<file path="src/pkg/sdr_pkg.sv">
/*
  Package for the loop-two divider, readback and lock register bank.
  Holds register numbers, field positions, reset values and the state type.
  Assumes a serial word of 32 bits with the register number in its low 5 bits.
*/
package sdr_pkg;
  localparam int          SDR_WORD_W        = 32;
  localparam int          SDR_ADDR_W        = 5;
  localparam int          SDR_DIV_W         = 18;
  // register numbers, equal to the readback codes
  localparam logic [4:0]  SDR_REG_CAL_DIV   = 5'h1d;
  localparam logic [4:0]  SDR_REG_FB_DIV    = 5'h1e;
  localparam logic [4:0]  SDR_REG_RB_LOCK   = 5'h1f;
  localparam logic [4:0]  SDR_REG_STATUS12  = 5'h0c;
  localparam logic [4:0]  SDR_REG_RSV9      = 5'h09;
  localparam logic [4:0]  SDR_RSV_LO        = 5'h10;
  localparam logic [4:0]  SDR_RSV_HI        = 5'h17;
  // field positions
  localparam int          SDR_ADDR_LSB      = 0;
  localparam int          SDR_REF_RANGE_LSB = 24;
  localparam int          SDR_FAST_BIT      = 23;
  localparam int          SDR_DIV_LSB       = 5;
  localparam int          SDR_PRESC_LSB     = 24;
  localparam int          SDR_RB_POL_BIT    = 21;
  localparam int          SDR_RB_ADDR_LSB   = 16;
  localparam int          SDR_LOCK_BIT      = 5;
  // prescaler decoding
  localparam logic [3:0]  SDR_PRESC_ZERO    = 4'h8;
  localparam logic [2:0]  SDR_PRESC_MIN     = 3'h3;
  localparam logic [3:0]  SDR_PRESC_LOW     = 4'h2;
  // reset values
  localparam logic [2:0]  SDR_RST_3         = 3'h0;
  localparam logic [4:0]  SDR_RST_ADDR      = 5'h00;
  localparam logic [17:0] SDR_RST_DIV       = 18'h0_0000;
  localparam logic [31:0] SDR_RST_WORD      = 32'h0000_0000;
  localparam logic [3:0]  SDR_RST_RATIO     = 4'h8;

  typedef enum logic [0:0] {
    SDR_IDLE = 1'b0,
    SDR_CAL  = 1'b1
  } sdr_state_e;
endpackage : sdr_pkg

</file>
<file path="src/core/sdr_regs.sv">
/*
  Register bank for loop-two calibration divider, feedback divider,
  readback selection and write-protect lock, fed by the three-wire serial port.
  Assumes SCK, DATA, LE, CAL_DONE and EXT_RDATA are synchronous to MCLK,
  and that the registers below 29 live outside and follow EXT_WR.
*/
`timescale 1ns/1ns
// Summary of operation
// the host sets the high rate flag only when the phase detector runs above 100 MHz.
// during calibration the calibration divide value replaces the normal feedback divide.
// with an internal oscillator mode, each write to register 30 starts calibration and a sync.
// prescaler code 0 divides by 8, codes 1 and 2 by 2, codes 3 to 7 by their value.
// the feedback divide ratio equals its 18-bit code, code 0 not to be used.
// readback shifts out only while the latch-enable pin sits at the selected polarity.
// the readback address selects the register of that number, 9 and 16 to 23 give nothing.
// reading back register 12 returns the readback address in bits 20 to 16.
// the host ignores bits 6 to 31 when reading register 31.
// while locked, writes to registers 0 to 30 are ignored until the lock is written to 0.
// readback works whether or not the lock is set.
// the host sets reference and feedback dividers for equal phase detector rates.
// the host programs the reference frequency range before triggering calibration.
// a blocked write changes no stored value and starts no calibration.
module sdr_regs
  import sdr_pkg::*;
(
  input  wire logic        MCLK,
  input  wire logic        RESET,
  input  wire logic        SCK,
  input  wire logic        DATA,
  input  wire logic        LE,
  input  wire logic        INTERNAL_VCO_MODE,
  input  wire logic        CAL_DONE,
  input  wire logic [31:0] EXT_RDATA,
  output logic             READBACK_DATA,
  output logic             HIGH_PD_RATE,
  output logic [2:0]       REF_FREQ_RANGE,
  output logic [17:0]      CAL_FEEDBACK_DIVIDE,
  output logic [17:0]      ACTIVE_FEEDBACK_DIVIDE,
  output logic [3:0]       PRESCALE_RATIO,
  output logic             CAL_BUSY,
  output logic             SYNC_PULSE,
  output logic [4:0]       READBACK_ADDR,
  output logic             EXT_WR,
  output logic [4:0]       EXT_WR_ADDR,
  output logic [31:0]      EXT_WR_DATA
);
  logic        sck_q;
  logic        le_q;
  logic [31:0] shift;
  logic [31:0] rb_shift;
  logic [2:0]  ref_range;
  logic        fast;
  logic [17:0] ncal;
  logic [2:0]  presc;
  logic [17:0] ndiv;
  logic        rb_pol;
  logic [4:0]  rb_addr;
  logic        lock;
  sdr_state_e  state;

  logic        next_sck_q, next_le_q, next_rb_data, next_fast, next_rb_pol, next_lock;
  logic [31:0] next_shift, next_rb_shift, next_ext_data;
  logic [2:0]  next_ref_range, next_presc;
  logic [17:0] next_ncal, next_ndiv, next_active;
  logic [4:0]  next_rb_addr, next_ext_addr;
  logic [3:0]  next_ratio;
  logic        next_cal_busy, next_sync, next_ext_wr;
  sdr_state_e  next_state;

  logic        sck_rise, sck_fall, latch, blocked, wr_ok, cal_start;
  logic [4:0]  wr_addr;
  logic [31:0] rb_word;

  always_comb begin
    sck_rise  = SCK & ~sck_q;
    sck_fall  = ~SCK & sck_q;
    latch     = LE & ~le_q;
    wr_addr   = shift[SDR_ADDR_LSB +: SDR_ADDR_W];
    blocked   = lock && (wr_addr != SDR_REG_RB_LOCK);
    wr_ok     = latch && !blocked;
    cal_start = wr_ok && (wr_addr == SDR_REG_FB_DIV) && INTERNAL_VCO_MODE;
  end

  // readback word selection
  always_comb begin
    rb_word = EXT_RDATA;
    unique case (rb_addr)
      SDR_REG_CAL_DIV: begin
        rb_word = SDR_RST_WORD;
        rb_word[SDR_REF_RANGE_LSB +: 3] = ref_range;
        rb_word[SDR_FAST_BIT] = fast;
        rb_word[SDR_DIV_LSB +: SDR_DIV_W] = ncal;
        rb_word[SDR_ADDR_LSB +: SDR_ADDR_W] = SDR_REG_CAL_DIV;
      end
      SDR_REG_FB_DIV: begin
        rb_word = SDR_RST_WORD;
        rb_word[SDR_PRESC_LSB +: 3] = presc;
        rb_word[SDR_DIV_LSB +: SDR_DIV_W] = ndiv;
        rb_word[SDR_ADDR_LSB +: SDR_ADDR_W] = SDR_REG_FB_DIV;
      end
      SDR_REG_RB_LOCK: begin
        rb_word = SDR_RST_WORD;
        rb_word[SDR_LOCK_BIT] = lock;
      end
      SDR_REG_STATUS12: begin
        rb_word[SDR_RB_ADDR_LSB +: SDR_ADDR_W] = rb_addr;
      end
      default: begin
        if (rb_addr == SDR_REG_RSV9 || (rb_addr >= SDR_RSV_LO && rb_addr <= SDR_RSV_HI)) begin
          rb_word = SDR_RST_WORD;
        end
      end
    endcase
  end

  // serial shifting, register updates and readback
  always_comb begin
    next_sck_q     = SCK;
    next_le_q      = LE;
    next_shift     = sck_rise ? {shift[30:0], DATA} : shift;
    next_ref_range = ref_range;
    next_fast      = fast;
    next_ncal      = ncal;
    next_presc     = presc;
    next_ndiv      = ndiv;
    next_rb_pol    = rb_pol;
    next_rb_addr   = rb_addr;
    next_lock      = lock;
    next_ext_wr    = 1'b0;
    next_ext_addr  = wr_addr;
    next_ext_data  = shift;
    if (wr_ok) begin
      unique case (wr_addr)
        SDR_REG_CAL_DIV: begin
          next_ref_range = shift[SDR_REF_RANGE_LSB +: 3];
          next_fast      = shift[SDR_FAST_BIT];
          next_ncal      = shift[SDR_DIV_LSB +: SDR_DIV_W];
        end
        SDR_REG_FB_DIV: begin
          next_presc = shift[SDR_PRESC_LSB +: 3];
          next_ndiv  = shift[SDR_DIV_LSB +: SDR_DIV_W];
        end
        SDR_REG_RB_LOCK: begin
          next_rb_pol  = shift[SDR_RB_POL_BIT];
          next_rb_addr = shift[SDR_RB_ADDR_LSB +: SDR_ADDR_W];
          next_lock    = shift[SDR_LOCK_BIT];
        end
        default: begin
          next_ext_wr = 1'b1;
        end
      endcase
    end
    // readback runs regardless of the lock
    if (latch) begin
      next_rb_shift = rb_word;
    end else if (sck_fall && (LE == rb_pol)) begin
      next_rb_shift = {rb_shift[30:0], 1'b0};
    end else begin
      next_rb_shift = rb_shift;
    end
    next_rb_data = next_rb_shift[31];
    if (next_presc == 3'h0) begin
      next_ratio = SDR_PRESC_ZERO;
    end else if (next_presc < SDR_PRESC_MIN) begin
      next_ratio = SDR_PRESC_LOW;
    end else begin
      next_ratio = {1'b0, next_presc};
    end
  end

  // calibration sequencing
  always_comb begin
    next_state = state;
    next_sync  = 1'b0;
    if (cal_start) begin
      next_state = SDR_CAL;
      next_sync  = 1'b1;
    end else if (state == SDR_CAL && CAL_DONE) begin
      next_state = SDR_IDLE;
    end
    next_cal_busy = (next_state == SDR_CAL);
    next_active   = next_cal_busy ? next_ncal : next_ndiv;
  end

  always_ff @(posedge MCLK or posedge RESET) begin
    if (RESET) begin
      sck_q <= 1'b0;
      le_q <= 1'b0;
      shift <= SDR_RST_WORD;
      rb_shift <= SDR_RST_WORD;
      ref_range <= SDR_RST_3;
      fast <= 1'b0;
      ncal <= SDR_RST_DIV;
      presc <= SDR_RST_3;
      ndiv <= SDR_RST_DIV;
      rb_pol <= 1'b0;
      rb_addr <= SDR_RST_ADDR;
      lock <= 1'b0;
      state <= SDR_IDLE;
      READBACK_DATA <= 1'b0;
      HIGH_PD_RATE <= 1'b0;
      REF_FREQ_RANGE <= SDR_RST_3;
      CAL_FEEDBACK_DIVIDE <= SDR_RST_DIV;
      ACTIVE_FEEDBACK_DIVIDE <= SDR_RST_DIV;
      PRESCALE_RATIO <= SDR_RST_RATIO;
      CAL_BUSY <= 1'b0;
      SYNC_PULSE <= 1'b0;
      READBACK_ADDR <= SDR_RST_ADDR;
      EXT_WR <= 1'b0;
      EXT_WR_ADDR <= SDR_RST_ADDR;
      EXT_WR_DATA <= SDR_RST_WORD;
    end else begin
      sck_q <= next_sck_q;
      le_q <= next_le_q;
      shift <= next_shift;
      rb_shift <= next_rb_shift;
      ref_range <= next_ref_range;
      fast <= next_fast;
      ncal <= next_ncal;
      presc <= next_presc;
      ndiv <= next_ndiv;
      rb_pol <= next_rb_pol;
      rb_addr <= next_rb_addr;
      lock <= next_lock;
      state <= next_state;
      READBACK_DATA <= next_rb_data;
      HIGH_PD_RATE <= next_fast;
      REF_FREQ_RANGE <= next_ref_range;
      CAL_FEEDBACK_DIVIDE <= next_ncal;
      ACTIVE_FEEDBACK_DIVIDE <= next_active;
      PRESCALE_RATIO <= next_ratio;
      CAL_BUSY <= next_cal_busy;
      SYNC_PULSE <= next_sync;
      READBACK_ADDR <= next_rb_addr;
      EXT_WR <= next_ext_wr;
      EXT_WR_ADDR <= next_ext_addr;
      EXT_WR_DATA <= next_ext_data;
    end
  end

  // checks
  blocked_write_a: assert property (@(posedge MCLK) disable iff (RESET)
    latch && lock && wr_addr == SDR_REG_FB_DIV |=> $stable(ndiv) && !SYNC_PULSE)
    else $error("locked write changed divider or started calibration");
  locked_ext_a: assert property (@(posedge MCLK) disable iff (RESET)
    latch && lock && wr_addr < SDR_REG_CAL_DIV |=> !EXT_WR)
    else $error("locked write reached an outside register");
  unlocked_write_a: assert property (@(posedge MCLK) disable iff (RESET)
    latch && !lock && wr_addr == SDR_REG_FB_DIV |=> ndiv == $past(shift[22:5]))
    else $error("unlocked write to feedback divider lost");
  cal_start_a: assert property (@(posedge MCLK) disable iff (RESET)
    latch && !lock && wr_addr == SDR_REG_FB_DIV && INTERNAL_VCO_MODE
      |=> CAL_BUSY && SYNC_PULSE ##1 !SYNC_PULSE || $past(cal_start))
    else $error("calibration or sync missing after register 30 write");
  divide_sel_a: assert property (@(posedge MCLK) disable iff (RESET)
    ACTIVE_FEEDBACK_DIVIDE == (CAL_BUSY ? ncal : ndiv))
    else $error("wrong feedback divide in use");
  prescale_a: assert property (@(posedge MCLK) disable iff (RESET)
    PRESCALE_RATIO == ((presc == 3'h0) ? 4'h8 : (presc < 3'h3) ? 4'h2 : {1'b0, presc}))
    else $error("prescaler ratio decoded wrongly");
  r12_insert_a: assert property (@(posedge MCLK) disable iff (RESET)
    latch && rb_addr == SDR_REG_STATUS12 |=> rb_shift[20:16] == $past(rb_addr))
    else $error("register 12 readback lacks readback address");
  reserved_rb_a: assert property (@(posedge MCLK) disable iff (RESET)
    latch && (rb_addr == SDR_REG_RSV9 || rb_addr == SDR_RSV_LO) |=> rb_shift == 32'h0000_0000)
    else $error("reserved readback address returned data");
  rb_hold_a: assert property (@(posedge MCLK) disable iff (RESET)
    !latch && LE != rb_pol |=> $stable(rb_shift))
    else $error("readback shifted at wrong latch polarity");
  locked_rb_a: assert property (@(posedge MCLK) disable iff (RESET)
    latch && lock && rb_addr == SDR_REG_CAL_DIV |=> rb_shift[22:5] == ncal)
    else $error("readback failed while locked");

  cal_run_c: cover property (@(posedge MCLK) disable iff (RESET) cal_start ##[1:20] CAL_DONE);
  blocked_c: cover property (@(posedge MCLK) disable iff (RESET) latch && blocked);
  rb12_c: cover property (@(posedge MCLK) disable iff (RESET)
    latch && rb_addr == SDR_REG_STATUS12);
endmodule : sdr_regs

</file>
<file path="config.mk">
export PLATFORM = sky130hd
export DESIGN_NAME = sdr_regs
export DESIGN_NICKNAME = d
export VERILOG_FILES = /design/src/pkg/sdr_pkg.sv /design/src/core/sdr_regs.sv
export SDC_FILE = /design/constraint.sdc
export NUM_CORES = 1
export LEC_CHECK = 0
export ABC_AREA = 1
export BUFFER_PORTS_ARGS = -buffer_cell sky130_fd_sc_hd__buf_2
export CELL_PAD_IN_SITES_DETAIL_PLACEMENT = 0
export CELL_PAD_IN_SITES_GLOBAL_PLACEMENT = 2
export CORE_ASPECT_RATIO = 2
export CORE_MARGIN = 2
export CORE_UTILIZATION = 35
export DETAILED_ROUTE_END_ITERATION = 10
export PLACE_DENSITY_LB_ADDON = 0.15
export SETUP_SLACK_MARGIN = 0.5
export SYNTH_ARGS = -nofsm -noshare
export SYNTH_HDL_FRONTEND = slang
export SYNTH_SLANG_ARGS = --single-unit
</file>
<file path="constraint.sdc">
create_clock -name MCLK -period 9.2 [get_ports MCLK]
set_input_delay 0 -clock MCLK [delete_from_list [all_inputs] [get_ports MCLK]]
set_output_delay 0 -clock MCLK [all_outputs]
set_load 0.01 [all_outputs]
</file>
==> results of run 1 <==
[area by class of cell]
cell class | count | area, sq um
Clock buffer | 21 | 460
Clock inverter | 8 | 143
Fill cell | 2077 | 11100
Inverter | 69 | 264
Multi-Input combinational cell | 537 | 2300
Sequential cell | 172 | 4310
Tap cell | 262 | 328
Timing Repair Buffer | 170 | 1050
[flip-flops by register name, summed over array words and instances (netlist names)]
register and flops:
sck_q 1, rb_pol 1, EXT_WR 1, ncal 18, EXT_WR_DATA 32, PRESCALE_RATIO 4
SYNC_PULSE 1, next_ext_data 32, ACTIVE_FEEDBACK_DIVIDE 18, state 1, ndiv 18, rb_addr 5
presc 2, fast 1, lock 1, rb_shift 32, ref_range 3, le_q 1
[worst max path at each step]
| stage | start | endpoint | slack, ps | cells after the start |
|---|---|---|---|---|
| final | rb_addr[0] | rb_shift[9] | 6650 | 10 |
| after global routing | rb_addr[0] | rb_shift[7] | 6360 | 10 |
| after CTS | rb_addr[0] | rb_shift[23] | 6600 | 10 |
| after detailed placement | rb_addr[0] | rb_shift[23] | 6620 | 10 |
| after global placement | rb_addr[0] | rb_shift[25] | 6640 | 10 |
| after floorplan | RESET | ACTIVE_FEEDBACK_DIVIDE[0] | 4540 | 1 |
[layout by cell type, fill, tap and decap left out, drive strengths merged]
cell type	Yosys	final
nand4	1	1
dfrtp	171	171
nor3	3	3
or2	1	1
dlygate4sd3	0	38
o21ai	90	90
clkinv	0	3
nand3	19	19
bufinv	0	4
inv	69	69
dfstp	1	1
a21oi	8	8
buf	27	132
clkbuf	11	21
clkinvlp	0	1
o21bai	1	1
nor4	2	2
a22oi	8	8
nor2	62	62
o22ai	1	1
nand2	341	341
[stage by stage]
stage	utilization (%)	instance area (sq um)	hold WS, ps	worst slack [ps]
finish	44.5	8850	283	6650
global route	44.5	8850	297	6360
CTS	44.5	8850	267	6600
detailed placement	39.5	7870	165	6620
global placement	39.5	7870	161	6640
floorplan	-	7090	31.4	4540
[routing by layer]
layer | wire length (microns) | global-route usage (%) | vias to the layer above
met5 | 0 | 0 | -
met4 | 393 | 7.24 | 0
met3 | 659 | 3.33 | 24
met2 | 9890 | 32.8 | 121
met1 | 8170 | 22.5 | 2713
li1 | - | - | 2820
[logic make-up (layout without fill, tap and decap cells)]
kind of cell | Yosys count | count (layout) | synth area share, %
and+or+nand+nor | 429 | 429 | 24.2
DFF | 172 | 172 | 60.8
AOI/OAI and AO/OA | 108 | 108 | 8.21
buffers and inverters | 107 | 268 | 6.87
[worst max-delay path, delay by kind of cell (launching register included)]
kind / cells / cell delay, ps
buf+inv: 1 / 110
simple gates: 9 / 1850
flops: 1 / 460
[power groups by stage]
stage	Combinational [uW]	Sequential [uW]	Clock [uW]
6_report	349	937	747
5_1_grt	403	953	796
4_1_cts	357	938	763
3_5_place_dp	343	950	0
3_3_place_gp	339	949	0
2_1_floorplan	220	953	0
[timing repair]
item | in CTS | in global routing
endpoints found under the hold margin | 125 | 0
hold buffers | 38 | 0
setup buffers | 0 | 0
gates resized for setup | 0 | 0
==> reports/qor.csv, run 1 <==
metric,value,unit
DRC marker count from the first detailed-route iteration,408,
PD cells,230,nW/um^2
via count of the first global-routing pass,5869,
Final Routed Wirelength,19100,microns
overall power after layout,2030,uW
maximum buffer depth of the clock tree,2,
top post-synthesis cells by area,"dfrtp_1 (60%), nand2_1 (18%), o21ai_0 (3.8%), inv_1 (3.3%), nor2_1 (3.1%)",
class of the tightest hold or removal check,in -> reg,
static leakage,0.00466,uW
Placed Cells incl. Taps,1172,
WHS Path Cells,2,
most area-hungry cell type in the Yosys netlist,dfrtp_1,
endpoint type of the worst setup path,flop,
top flip-flop cell by instance count after synthesis,dfrtp_1,
weighted congestion reported at the end of routability-driven placement,0.761,
worst hold endpoint,le_q,
pin count of the biggest net entering global routing,91,
critical-path cell with the highest stage delay,nor2_2,
Starting Density,35.6,%
clock slew seen by the registers of the worst setup and hold paths,60,ps
Final period util,27.8,%
Peak supply drop,0.148,mV
first-pass GRT wire length,31000,microns
endpoints failing setup,0,
number of vias per cell after detailed routing,4.58,
FF-to-FF path depth,10,
status,finished clean,
floorplan row count,73,
H-tree depth,4,
number of max-cap violations,0,
Port Buffer Count,128,
RSZ-0062 raised after global routing,no,
total gr overflow,0,
flop and latch count out of synthesis,172,
clock net sink count,172,
antenna violation net count after detailed routing,0,
clock tree from TritonCTS,built,
async set-reset flop share out of synthesis,100,%
data required time at the worst endpoint,9510,ps
Worst R2R Start,rb_addr[0],
Pint,1450,uW
overall die height,205,microns
final count of hold timing violations,0,
r2r setup slk,6650,ps
switching share of total power,28.6,%
number of non-filler instances in the completed layout,1239,
cells after synthesis,816,
x dimension of the die,105,microns
most numerous cell types in the synthesized netlist,"nand2_1 (338), dfrtp_1 (171), inv_1 (62)",
count of final max-slew check failures,0,
P&R area growth vs syn,24.9,%
drt drc,0,
Detailed Routing Iterations Pass 1,5,
cell area after technology mapping,7090,sq um
clock insertion delay at the later pin of the skew report,420,ps
die footprint,21500,sq um
clock tree root driver cell,clkbuf_16,
highest fanout seen on the critical path,26,
total global-route track usage,18.6,%
"Critical Path, Cell by Cell",inv_2 > nand3_1 > nor2_2 > nor2_1 > nand3_1 > nand2_2 > nand2_1 > nand2_1 > nand2_1 > nand2_1,
Hold Path Origin,LE,
class of the most critical setup path,reg -> reg,
routed wirelength normalized by instance count,15.4,microns
relative slew slack,23.1,%
Core Footprint,19900,sq um
clock skew,7.57,ps
average size of a mapped cell,8.68,sq um
power share of the combinational group,17.1,%
sequential group share of total power,46.1,%
worst-margin pin slew,1150,ps
switching power,582,uW
layout cells sized above 1,18.9,%
n_diodes,0,
warning count from the yosys run,0,
Clk pwr share,36.7,%
via count of the routed design,5678,
CP Data Arrival Time,2860,ps
number of synthesized flops with an enable pin,0,
setup_tns,0,ps
# nets final,1006,
max frequency,0.391,GHz
Max stage delay on crit path,880,ps
initial antenna violation count,0,
category of the worst setup path launch point,flop,
I/O pin total,129,
"Distinct cells, synth",28,
capture instance of the worst register-to-register path,rb_shift[9],
most common cell in the netlist,nand2_1,
sequential share of the synthesized area,60.8,%
most used cell along the critical path,nand2_1,
post-layout min period,2550,ps
net count of the mapped netlist,855,
DP HPWL,13100,microns
number of buffers created by CTS,17,
area share of the leading cell type in the synthesized netlist,60.4,%
Power figures use the tool's default switching activity.
==> run 2: changes to the inputs <==
--- a/config.mk
+++ b/config.mk
@@ -5,7 +5,7 @@
 export SDC_FILE = /design/constraint.sdc
 export NUM_CORES = 1
 export LEC_CHECK = 0
-export ABC_AREA = 1
+export ABC_AREA = 0
 export BUFFER_PORTS_ARGS = -buffer_cell sky130_fd_sc_hd__buf_2
 export CELL_PAD_IN_SITES_DETAIL_PLACEMENT = 0
 export CELL_PAD_IN_SITES_GLOBAL_PLACEMENT = 2
==> constraint.sdc (replaced) <==
create_clock -name MCLK -period 2.6 [get_ports MCLK]
set_input_delay 0 -clock MCLK [delete_from_list [all_inputs] [get_ports MCLK]]
set_output_delay 0 -clock MCLK [all_outputs]
set_load 0.01 [all_outputs]
==> reports/qor.csv, run 2 <==
metric,value,unit
status,finished clean,
# nets final,814,
number of buffers created by CTS,17,
n_diodes,0,
pin count of the biggest net entering global routing,116,
antenna violation net count after detailed routing,0,
overall power after layout,7120,uW
category of the worst setup path launch point,flop,
setup ws final,579,ps
routed wirelength normalized by instance count,19.9,microns
clock tree from TritonCTS,built,
worst hold endpoint,rb_shift[15],
flop and latch count out of synthesis,172,
x dimension of the die,107,microns
top post-synthesis cells by area,"dfrtp_1 (58%), mux2_2 (9.0%), mux2i_1 (4.6%), nand2_1 (4.5%), o221a_2 (2.3%)",
cell area after technology mapping,7410,sq um
number of max-cap violations,0,
clock skew,12.4,ps
critical path startpoint,le_q,
Starting Density,35.4,%
max frequency,0.495,GHz
final count of hold timing violations,0,
Clk pwr share,37.7,%
Max stage delay on crit path,780,ps
total global-route track usage,19.8,%
critical-path cell with the highest stage delay,or4_1,
H-tree depth,4,
share of cell area taken by muxes after synthesis,13.6,%
worst-margin pin slew,1030,ps
Worst R2R Start,le_q,
Post-Synth XOR/XNOR Area,0.236,%
most used cell along the critical path,or4_1,
sequential group share of total power,48.5,%
Final Routed Wirelength,21000,microns
Core Footprint,20900,sq um
Detailed Routing Iterations Pass 1,4,
data required time at the worst endpoint,2980,ps
"Distinct cells, synth",48,
Port Buffer Count,128,
relative slew slack,31.6,%
async set-reset flop share out of synthesis,100,%
combinational family with the most area after synthesis,multiplexers,
maximum buffer depth of the clock tree,2,
most common cell in the netlist,dfrtp_1,
via count of the routed design,5505,
first-pass GRT wire length,33500,microns
Hold Path Origin,EXT_RDATA[15],
r2r setup slk,580,ps
top flip-flop cell by instance count after synthesis,dfrtp_1,
most numerous cell types in the synthesized netlist,"dfrtp_1 (171), nand2_1 (88), mux2_2 (59)",
number of synthesized flops with an enable pin,0,
"Cell Area, Placed",8310,sq um
warning count from the yosys run,0,
switching power,1930,uW
adder-cell share of the synthesized area,0,%
PD cells,772,nW/um^2
via count of the first global-routing pass,5801,
RSZ-0062 raised after global routing,yes,
Final period util,77.7,%
power share of the combinational group,13.8,%
die footprint,22400,sq um
clock slew seen by the registers of the worst setup and hold paths,60,ps
floorplan row count,75,
most area-hungry cell type in the Yosys netlist,dfrtp_1,
class of the most critical setup path,reg -> reg,
"top library cells by usage in the layout, fill and taps aside","dfrtp_1 (171), buf_2 (128), nand2_1 (88)",
sequential share of the synthesized area,58.1,%
switching share of total power,27.1,%
overall die height,210,microns
layout cells sized above 1,34.1,%
setup_tns,0,ps
area share of the leading cell type in the synthesized netlist,57.7,%
highest fanout seen on the critical path,10,
I/O pin total,129,
clock tree root driver cell,clkbuf_16,
clock net sink count,172,
net count of the mapped netlist,677,
capture instance of the worst register-to-register path,PRESCALE_RATIO[3],
average size of a mapped cell,11.6,sq um
count of final max-slew check failures,0,
post-layout min period,2020,ps
DRC marker count from the first detailed-route iteration,327,
Simple-Gate Fraction of Synth Area,11.8,%
Peak supply drop,0.475,mV
"most common cell after layout, fill and taps aside",dfrtp_1,
WHS Path Cells,4,
weighted congestion reported at the end of routability-driven placement,0.771,
Pint,5190,uW
P&R area growth vs syn,24.4,%
initial antenna violation count,0,
endpoint type of the worst setup path,flop,
compound-cell area share of the yosys netlist,12.6,%
cells after synthesis,638,
Setup Slack @ Placement,280,ps
"Critical Path, Cell by Cell",nand2b_1 > or4_1 > or4_1 > nand2_1,
endpoints failing setup,0,
total gr overflow,0,
clock insertion delay at the later pin of the skew report,440,ps
design area,9220,sq um
number of vias per cell after detailed routing,5.21,
CP Data Arrival Time,2400,ps
static leakage,0.00462,uW
drt drc,0,
class of the tightest hold or removal check,in -> reg,
DP HPWL,13800,microns
FF-to-FF path depth,4,
-- run 2: cell count changes after synthesis, moves of 20 or more --
| cell | delta |
|---|---|
| o21ai_0 | -38 |
| nor2_1 | -34 |
| o21ai_1 | -32 |
| inv_1 | -56 |
| nor3_1 | +20 |
| mux2i_1 | +34 |
| clkbuf_1 | +27 |
| nand2_1 | -250 |
| mux2_2 | +59 |
-- run 2: power groups by stage --
stage	Sequential, uW	Clock, uW	Combinational (uW)
5_1_grt	3520	2860	1090
2_1_floorplan	3480	0	561
3_3_place_gp	3500	0	947
4_1_cts	3460	2740	1010
3_5_place_dp	3510	0	969
6_report	3460	2680	983
-- run 2: area by class of cell --
type / instances / area (sq um)
clock buffers: 23 / 488
clock inverters: 9 / 135
fillers: 1994 / 11700
inverters: 6 / 26.3
multi-input cells: 405 / 2870
flip-flops and latches: 172 / 4310
well taps: 269 / 337
repair buffers: 173 / 1060
-- run 2: stage by stage --
stage | hold slack (ps) | utilization [%] | std cells
after floorplan | 31.4 | - | 638
after global placement | 175 | 39.7 | 998
after detailed placement | 176 | 39.7 | 998
after CTS | 36.6 | 44.0 | 1057
after global routing | 91.5 | 44.1 | 1057
final | 43.3 | 44.1 | 1057
-- run 2: cell families (layout without fill, tap and decap cells) --
logic type	after synthesis	in the layout
compound gates	122	122
xor+xnor	2	2
simple gates	188	188
mux	93	93
buf+inv	61	211
flops	172	172
-- run 2: repair_timing --
action,CTS,global route
hold buffers,26,0
resized for setup,2,2
pin swaps,1,0
endpoints found under the setup margin,25,26
endpoints found under the hold margin,196,0
buffers inserted,1,0
gates cloned,0,0
-- run 2: how the worst max path moves through the flow --
stage               cells after the start  slack (ps)                         end
detailed placement                      5         280  ACTIVE_FEEDBACK_DIVIDE[10]
global placement                        5         380  ACTIVE_FEEDBACK_DIVIDE[14]
finish                                  4         580           PRESCALE_RATIO[3]
floorplan                               1         400   ACTIVE_FEEDBACK_DIVIDE[0]
global route                            5         480                rb_shift[30]
CTS                                     5         510                 rb_shift[9]
-- run 2: routing by layer --
| layer | wire [microns] | track usage, % | vias to the layer above |
|---|---|---|---|
| met5 | 0 | 0 | - |
| met3 | 857 | 4.41 | 44 |
| li1 | - | - | 2573 |
| met4 | 556 | 7.34 | 0 |
| met2 | 11300 | 35.3 | 160 |
| met1 | 8320 | 23.0 | 2728 |
-- run 2: worst max-delay path: cells and delay by family (launching register included) --
family / cells / cell delay [ps]
flops: 1 / 380
simple gates: 4 / 1570
